--- src/common/prs1_pkg.sv ---
// Purpose: shared constants and carrier types of the pin remap selector
// Assumes: one 8-bit selector register on a plain strobe port
// Notes:   bit positions and variant masks are used by the remap core only through these names

// ==========================================================
// package
package prs1_pkg;

  // register port geometry
  localparam int         ADDR_W    = 4;
  localparam int         DATA_W    = 8;
  localparam logic [3:0] REG_OFF   = 4'h0;   // selector register offset
  localparam logic [7:0] SEL_RESET = 8'h00;  // every function on its primary pin
  localparam logic [7:0] RD_IDLE   = 8'h00;  // read data outside a read answer

  // selector field positions
  localparam int BIT_TMR1B_OUT0 = 0;
  localparam int BIT_TMR1B_OUT1 = 1;
  localparam int BIT_IRQ0       = 2;
  localparam int BIT_IRQ1       = 3;
  localparam int BIT_IRQ2       = 4;
  localparam int BIT_TIMER_CLK_IN_ZERO       = 5;
  localparam int BIT_TIMER_CLK_IN_ONE       = 6;
  localparam int BIT_TIMER_CLK_IN_TWO       = 7;

  // implemented bits per device variant
  localparam logic [7:0] MASK_SMALL = 8'h6F;
  localparam logic [7:0] MASK_MID   = 8'hEF;
  localparam logic [7:0] MASK_LARGE = 8'hFF;

  typedef enum logic [1:0] {
    PRS1_SMALL = 2'b00,
    PRS1_MID   = 2'b01,
    PRS1_LARGE = 2'b10
  } prs1_variant_t;

  // register port request
  typedef struct packed {
    logic [ADDR_W-1:0] addr;
    logic [DATA_W-1:0] wdata;
    logic              wr;
    logic              rd;
  } prs1_bus_t;

  // pad levels feeding remapped inputs
  typedef struct packed {
    logic irq2_loc_alt;
    logic irq2_loc_dflt;
    logic port_e_line_5;
    logic port_e_line_4;
    logic port_e_line_2;
    logic port_e_line_1;
    logic port_e_line_0;
    logic port_c_line_2;
    logic port_a_line_4;
    logic port_a_line_3;
    logic port_a_line_2;
  } prs1_pins_in_t;

  localparam int SYNC_W = $bits(prs1_pins_in_t);

  // remapped inputs handed to the timers and interrupt logic
  typedef struct packed {
    logic ext_irq_in_two;
    logic ext_irq_in_one;
    logic ext_irq_in_zero;
    logic timer_clk_in_two;
    logic timer_clk_in_one;
    logic timer_clk_in_zero;
  } prs1_periph_t;

  // pads that may carry timer one output b
  typedef struct packed {
    logic port_d_line_4;
    logic port_d_line_3;
    logic port_c_line_1;
    logic port_c_line_0;
  } prs1_pin_drv_t;

endpackage : prs1_pkg

--- src/rtl/prs1_sync.sv ---
// Purpose: two-stage synchroniser for the pad inputs of the remap core
// Assumes: pads are asynchronous to sys_clk
// Notes:   first stage is read only by the second stage

`timescale 1ns/100ps

module prs1_sync (
  input  wire logic                      sys_clk,
  input  wire logic                      rst_n,
  input  wire logic                      ce,
  input  wire logic [prs1_pkg::SYNC_W-1:0] async_in,
  output logic      [prs1_pkg::SYNC_W-1:0] sync_out
);
  import prs1_pkg::*;

  typedef struct packed {
    logic [SYNC_W-1:0] meta;
    logic [SYNC_W-1:0] stable;
  } prs1_sync_state_t;

  prs1_sync_state_t r;
  prs1_sync_state_t next_r;

  // ==========================================================
  // next state: shift pads through two stages
  always_comb begin
    next_r        = r;
    next_r.meta   = async_in;
    next_r.stable = r.meta;
  end

  // clock enable low freezes both stages
  always_ff @(posedge sys_clk or negedge rst_n) begin
    if (!rst_n) begin
      r <= '0;
    end else if (ce) begin
      r <= next_r;
    end
  end

  assign sync_out = r.stable;

endmodule : prs1_sync

--- src/rtl/prs1_remap.sv ---
// Purpose: pin remap selector one, steering timer clocks, external
//          interrupts and timer one output b between two pad locations
// Assumes: pads asynchronous, timer one outputs synchronous to sys_clk
// Notes:   unimplemented selector bits depend on the variant parameter
//
// Local design decisions: the register addresses and the strobed register port.

`timescale 1ns/100ps

// Functional notes
// Timer clock input zero comes from port A line 2 when bit 5 is 0, else from port E line 0.
// Timer clock input one comes from port A line 4 when bit 6 is 0, else from port E line 1.
// In mid and large variants timer clock input two comes from port C line 2 when bit 7 is 0, else port E line 2.
// External interrupt input one comes from port A line 4 when bit 3 is 0, else from port E line 5.
// External interrupt input zero comes from port A line 3 when bit 2 is 0, else from port E line 4.
// Timer one output b channel 1 drives port C line 1 when bit 1 is 0, else port D line 4.
// Timer one output b channel 0 drives port C line 0 when bit 0 is 0, else port D line 3.
// Unimplemented bits read as zero and ignore writes: bits 7 and 4 when small, bit 4 when mid.
// In the large variant bit 4 picks the default or alternate pad for external interrupt input two.
// Implemented bits are read and write and clear to zero at reset.
module prs1_remap #(
  parameter prs1_pkg::prs1_variant_t VARIANT = prs1_pkg::PRS1_LARGE
) (
  input  wire logic                    sys_clk,
  input  wire logic                    rst_n,
  input  wire logic                    ce,
  input  wire prs1_pkg::prs1_bus_t     bus,
  output logic [prs1_pkg::DATA_W-1:0]  read_data,
  input  wire prs1_pkg::prs1_pins_in_t pins_in,
  input  wire logic                    timer1_out_b_ch0,
  input  wire logic                    timer1_out_b_ch1,
  output prs1_pkg::prs1_periph_t       periph,
  output prs1_pkg::prs1_pin_drv_t      pin_out,
  output prs1_pkg::prs1_pin_drv_t      pin_oe
);
  import prs1_pkg::*;

  // implemented bits of this variant
  localparam logic [7:0] IMPL_MASK = (VARIANT == PRS1_SMALL) ? MASK_SMALL :
                                     (VARIANT == PRS1_MID)   ? MASK_MID   : MASK_LARGE;

  typedef struct packed {
    logic [7:0]    sel;
    logic [7:0]    read_data;
    prs1_periph_t  periph;
    prs1_pin_drv_t pin_out;
    prs1_pin_drv_t pin_oe;
  } prs1_state_t;

  prs1_state_t   r;
  prs1_state_t   next_r;
  prs1_pins_in_t syn;

  // ==========================================================
  // pad synchroniser
  prs1_sync u_sync (
    .sys_clk  (sys_clk),
    .rst_n    (rst_n),
    .ce       (ce),
    .async_in (pins_in),
    .sync_out (syn)
  );

  // ==========================================================
  // register port and routing
  // routing reads the stored selector, so a write takes effect one cycle
  // after the write strobe; this keeps every output a clean flop
  always_comb begin
    next_r = r;
    // write: only implemented bits are stored
    if (bus.wr && bus.addr == REG_OFF) begin
      next_r.sel = bus.wdata & IMPL_MASK;
    end
    // read answer stands for one cycle only; unmapped address reads zero
    next_r.read_data = RD_IDLE;
    if (bus.rd && bus.addr == REG_OFF) begin
      next_r.read_data = r.sel;
    end

    // input remapping
    next_r.periph.timer_clk_in_zero = r.sel[BIT_TIMER_CLK_IN_ZERO] ? syn.port_e_line_0 : syn.port_a_line_2;
    next_r.periph.timer_clk_in_one  = r.sel[BIT_TIMER_CLK_IN_ONE] ? syn.port_e_line_1 : syn.port_a_line_4;
    // the small variant has no third timer clock; hold it low
    next_r.periph.timer_clk_in_two  = IMPL_MASK[BIT_TIMER_CLK_IN_TWO] ?
                                      (r.sel[BIT_TIMER_CLK_IN_TWO] ? syn.port_e_line_2 : syn.port_c_line_2) : 1'b0;
    next_r.periph.ext_irq_in_one    = r.sel[BIT_IRQ1] ? syn.port_e_line_5 : syn.port_a_line_4;
    next_r.periph.ext_irq_in_zero   = r.sel[BIT_IRQ0] ? syn.port_e_line_4 : syn.port_a_line_3;
    // third interrupt exists only in the large variant
    next_r.periph.ext_irq_in_two    = IMPL_MASK[BIT_IRQ2] ?
                                      (r.sel[BIT_IRQ2] ? syn.irq2_loc_alt : syn.irq2_loc_dflt) : 1'b0;

    // output remapping: the unused pad is released, not driven low
    next_r.pin_oe.port_c_line_1  = ~r.sel[BIT_TMR1B_OUT1];
    next_r.pin_oe.port_d_line_4  =  r.sel[BIT_TMR1B_OUT1];
    next_r.pin_out.port_c_line_1 = ~r.sel[BIT_TMR1B_OUT1] & timer1_out_b_ch1;
    next_r.pin_out.port_d_line_4 =  r.sel[BIT_TMR1B_OUT1] & timer1_out_b_ch1;
    next_r.pin_oe.port_c_line_0  = ~r.sel[BIT_TMR1B_OUT0];
    next_r.pin_oe.port_d_line_3  =  r.sel[BIT_TMR1B_OUT0];
    next_r.pin_out.port_c_line_0 = ~r.sel[BIT_TMR1B_OUT0] & timer1_out_b_ch0;
    next_r.pin_out.port_d_line_3 =  r.sel[BIT_TMR1B_OUT0] & timer1_out_b_ch0;
  end

  // ==========================================================
  // state register; clock enable low freezes everything
  always_ff @(posedge sys_clk or negedge rst_n) begin
    if (!rst_n) begin
      r     <= '0;
      r.sel <= SEL_RESET;
    end else if (ce) begin
      r <= next_r;
    end
  end

  assign read_data = r.read_data;
  assign periph    = r.periph;
  assign pin_out   = r.pin_out;
  assign pin_oe    = r.pin_oe;
endmodule : prs1_remap

--- config.mk ---
export PLATFORM = sky130hd
export DESIGN_NAME = prs1_remap
export DESIGN_NICKNAME = d
export VERILOG_FILES = /design/src/common/prs1_pkg.sv /design/src/rtl/prs1_sync.sv /design/src/rtl/prs1_remap.sv
export SDC_FILE = /design/constraint.sdc
export NUM_CORES = 1
export LEC_CHECK = 0
export ABC_AREA = 1
export BUFFER_PORTS_ARGS = -buffer_cell sky130_fd_sc_hd__buf_2
export CORE_MARGIN = 2
export CORE_UTILIZATION = 50
export CTS_BUF_LIST = sky130_fd_sc_hd__clkbuf_4 sky130_fd_sc_hd__clkbuf_8
export CTS_CLUSTER_SIZE = 20
export DETAILED_ROUTE_END_ITERATION = 10
export GPL_TIMING_DRIVEN = 0
export MAX_ROUTING_LAYER = met4
export PLACE_DENSITY = 0.8
export SLEW_MARGIN = 20
export SYNTH_ARGS = -nofsm -noshare
export SYNTH_HDL_FRONTEND = slang
export SYNTH_SLANG_ARGS = --single-unit
--- constraint.sdc ---
create_clock -name sys_clk -period 0.9 [get_ports sys_clk]
set_input_delay 0.225 -clock sys_clk [delete_from_list [all_inputs] [get_ports sys_clk]]
set_output_delay 0.225 -clock sys_clk [all_outputs]
set_load 0.03 [all_outputs]
# Word-level counts from Yosys, hierarchy flattened
# Index checks and enable logic that the tools add are counted.
# word_totals
reg_bits	52
in_bits	30
out_inout_bits	22
word_cells	35
# op_classes
n_bitwise	6
reduce_logical	4
muxes	7
# ops
cell	n
8-bit two-way mux	1
1-bit two-way mux	6
1-bit AND	4
4-bit logical NOT	1
1-bit logical AND	2
1-bit inverter	2
2-bit AND reduction	1

# Longest topological paths before layout
# depth
ltp_word	3
depth_mapped	5
mapped_depth_nobuf	5

# By module
# Synthesis repeated with hierarchy kept, for this count alone.
# unflattened
hier_cells	273
area_unflattened_um2	2379.8
# modules_own_cells
mod	seq_area_each_um2	area_per_inst_um2	cells_each	n_inst
prs1_remap	750.7	1540.2	180	1
prs1_sync	550.5	839.6	93	1

# Worst setup path before layout
# OpenSTA, ideal clock, no wires.
# synth_path
kind	input port to flip-flop
from	input port bus[13] in the netlist's numbering
to	register r (netlist bit next_r[2])
path_slack_ns	0.118
setup_ns	0.065
arrival_time_ns	0.718
stages	4
required_time_ns	0.835
n_path_buf	1
cell_sequence	nor2_4 buf_4 nand4_1 nand2_1
# synth_via
elab_chain_len	3
# synth_lines
element	line	rtl
start: declaration	prs1_remap.sv:27	input wire prs1_pkg::prs1_bus_t bus,
4-bit logical NOT	prs1_remap.sv:71	if (bus.wr && bus.addr == REG_OFF) begin
1-bit logical AND	prs1_remap.sv:71	
2-bit AND reduction (no source line)	n/a	
end signal: assignment	prs1_remap.sv:110	r <= next_r;
end: declaration	prs1_remap.sv:50	prs1_state_t r;
# Every way passes these cells.
# A chain may end at the register's enable or synchronous reset.

# Worst setup path after layout
# layout_path
from	register r (netlist bit read_data[2])
to	output port read_data[2] in the netlist's numbering
# layout_rtl
element	line	rtl
end: declaration	prs1_remap.sv:28	output logic [prs1_pkg::DATA_W-1:0] read_data,
# No word-level cell between the ends.

==> metrics.md <==
| Metric | Value |
|---|---|
| Status | finished, violations left |
| Failing checks | hold timing, setup timing |
| DRT Wirelength | a little under 5 mm |
| Routed wire length per instance | between 10 and 15 µm |
| Num CTS Buffers | 5 |
| Distinct cells, synth | 17 |
| Global-route wire length before repair | approximately 8 mm |
| Num ports | 52 |
| Vias per cell | around 5.0 |
| Max IR drop VDD | 1.36 mV |
| CTS tree | done |
| Clock Latency Late Sink | 300 ps |
| ANT nets after route | 0 |
| Chain of cells forming the critical path | buf_6 |
| Max Clk Rate | 915 MHz |
| CP delay by family, top | flip-flops |
| Area leader, netlist | dfrtp_1 |
| Syn Area/Cell | roughly 9 µm² |
| GR Overflow Total | 0 |
| Post-synthesis cell count | ~260 |
| Initial antenna violation count | 0 |
| Final Total Pwr | 5590 µW |
| Vias | about 1.9k |
| Area grow syn2layout | 23.8% |
| RSZ-0062 raised after global routing | true |
| Crit path max-delay cell type | dfrtp_1 |
| H-tree levels | 2 |
| Req. time, crit path | 670 ps |
| Register area share after synthesis | a little under three fifths |
| Critical path class | reg -> out |
| Top cells by area, synth | dfrtp_1 (56%), nand2_1 (15%), buf_4 (7.7%) |
| Pre-antenna DRT Iters | 4 |
| Final setup vio count | 22 |
| Fin Setup TNS | -3800 ps |
| DIE AREA | roughly 5200 µm² |
| Worst Skew | between 10 and 15 ps |
| Final-report hold violation count | between 50 and 60 |
| Starting Density | 52.6% |
| Yosys warning count | 0 |
| Nets | roughly 350 |
| Fin crit share | 121% |
| Core area | ~4400 µm² |
| All-Layer GR Usage | between 20% and 30% |
| CP Capture Type | output pin |
| Util after Layout | around 65% |
| Final Max Slew Viols | 0 |
| Iteration-0 DRC Markers | 130 |
| CTS max path bufs | 2 |
| Worst path buffer plus inverter count | 1 |
| Pin count of the biggest net entering global routing | 53 |
| Final HPWL DP | about 3.3 mm |
| Pwr per Cell Area | a little under 2000 nW/µm² |
| PnR worst setup slack | -193 ps |
| Crit path time final | about 1100 ps |
| Gp weighted congestion | around 0.79 |
| Syn_nets | 294 |
| Ant diodes | 0 |
| IO Port Bufs | 50 |
| Netlist Area Pre-Place | between 2000 and 2500 µm² |
| Least-Margin Pin Slew | around 650 ps |
| Sink Count | between 50 and 60 |
| Max-cap violations | 0 |
| Hold/Removal Path Class | in -> async |
| Worst-path clk slew | 100 ps |
| Critical path arrival | ~870 ps |
| Root Driver | clkbuf_8 |
| Leakage dissipation | around 0.0016 µW |
| # rows | 24 |
| Drt drc | 0 |
| Slowest Stage Delay on Critical Path | 420 ps |
| Slew headroom | between 50 and 60% |
| Flops & latches, synth | 52 |
| Die Y-Extent | slightly above 70 µm |
| CP Max Fanout | 2 |
| Vias in the first global route | about 1.8k |
| Post-synth top area share | a little under three fifths |
| Share of cells above drive strength 1 | 31.3% |
| Type of origin of the critical path | register |
| Hold WS | -69.9 ps |
| Horiz. Die Dim | between 70 and 80 µm |
-- cell type report --
type	count	area, µm²
fillers	364	1550
flip-flops and latches	52	1300
multi-input cells	154	697
repair buffers	70	541
inverters	25	95.1
plain buffers	11	85.1
clock buffers	5	68.8
well taps	52	65.1
clock inverters	3	42.5
-- state kept, by name, summed over array words and instances (netlist names) --
signal,cells
u_sync.next_r,11
u_sync.sync_out,11
read_data,8
periph,6
r,6
pin_oe,4
pin_out,4
next_r,2
-- metal layers --
| layer | vias to the layer above | share of wire (%) | track usage (%) |
|---|---|---|---|
| li1 | 914 | - | - |
| met1 | 899 | 45 | 27.4 |
| met2 | 47 | 51 | 32.3 |
| met3 | 4 | 3.6 | 3.19 |
| met4 | 0 | 0.46 | 6.38 |
| met5 | - | 0 | - |
-- cells in the mapped netlist, drive strengths merged --
cell type,instances
clkbuf,1
or2,1
clkinv,1
nand3,1
inv,24
o21ai,30
buf,32
nor2,13
nand2,93
nand4,16
dfrtp,52
-- worst paths after layout --
kind                                                   start                        endpoint  slack [ps]  cells after the start
worst max register to register         periph[3]$_DFFE_PN0P_           periph[3]$_DFFE_PN0P_          30                      4
worst max-delay path                read_data[2]$_DFFE_PN0P_                    read_data[2]        -190                      1
min in group sys_clk                              pins_in[2]    u_sync.next_r[2]$_DFFE_PN0P_         120                      3
max in group asynchronous                              rst_n  u_sync.sync_out[1]$_DFFE_PN0P_         510                      1
worst min-delay path                                   rst_n        read_data[7]$_DFFE_PN0P_         -70                      1
worst min register to register  u_sync.next_r[0]$_DFFE_PN0P_    u_sync.next_r[0]$_DFFE_PN0P_         480                      2
-- power breakdown --
part / leakage [µW] / total (µW) / switching, µW / internal, µW
clock network: 0.0000541 / 1610 / 785 / 824
registers: 0.000659 / 2800 / 192 / 2600
logic: 0.000878 / 1190 / 649 / 541
-- through the flow --
step | cell area [µm²] | setup slack [ps] | cells | hold WS [ps]
after floorplan | 2340 | 118 | 264 | -70.6
after global placement | 2650 | -337 | 366 | 429
after detailed placement | 2660 | -127 | 366 | 300
after CTS | 2850 | -195 | 366 | -33.2
after global routing | 2900 | -227 | 372 | -15.7
final | 2900 | -193 | 372 | -69.9
-- cell families (layout without fill, tap and decap cells) --
group	after synthesis	in the layout	share of synthesized area, %
AO/OA/AOI/OAI	30	30	6.42
buffers and inverters	58	114	14.8
flip-flops	52	52	55.6
AND/OR/NAND/NOR	124	124	23.2
-- layout by cell type (no fill, tap or decap), drive strengths merged --
| master | count |
|---|---|
| bufinv | 1 |
| inv | 24 |
| nor2 | 13 |
| clkinv | 2 |
| clkbuf | 6 |
| nand2 | 93 |
| clkinvlp | 1 |
| or2 | 1 |
| nand3 | 1 |
| dfrtp | 52 |
| o21ai | 30 |
| nand4 | 16 |
| buf | 80 |
-- repair_timing --
action,in CTS,in global routing
pin swaps,0,1
setup buffers,14,7
endpoints found under the setup margin,22,24
resized for setup,44,4
hold endpoints to repair,52,34
(Power assumes the default switching activity.)
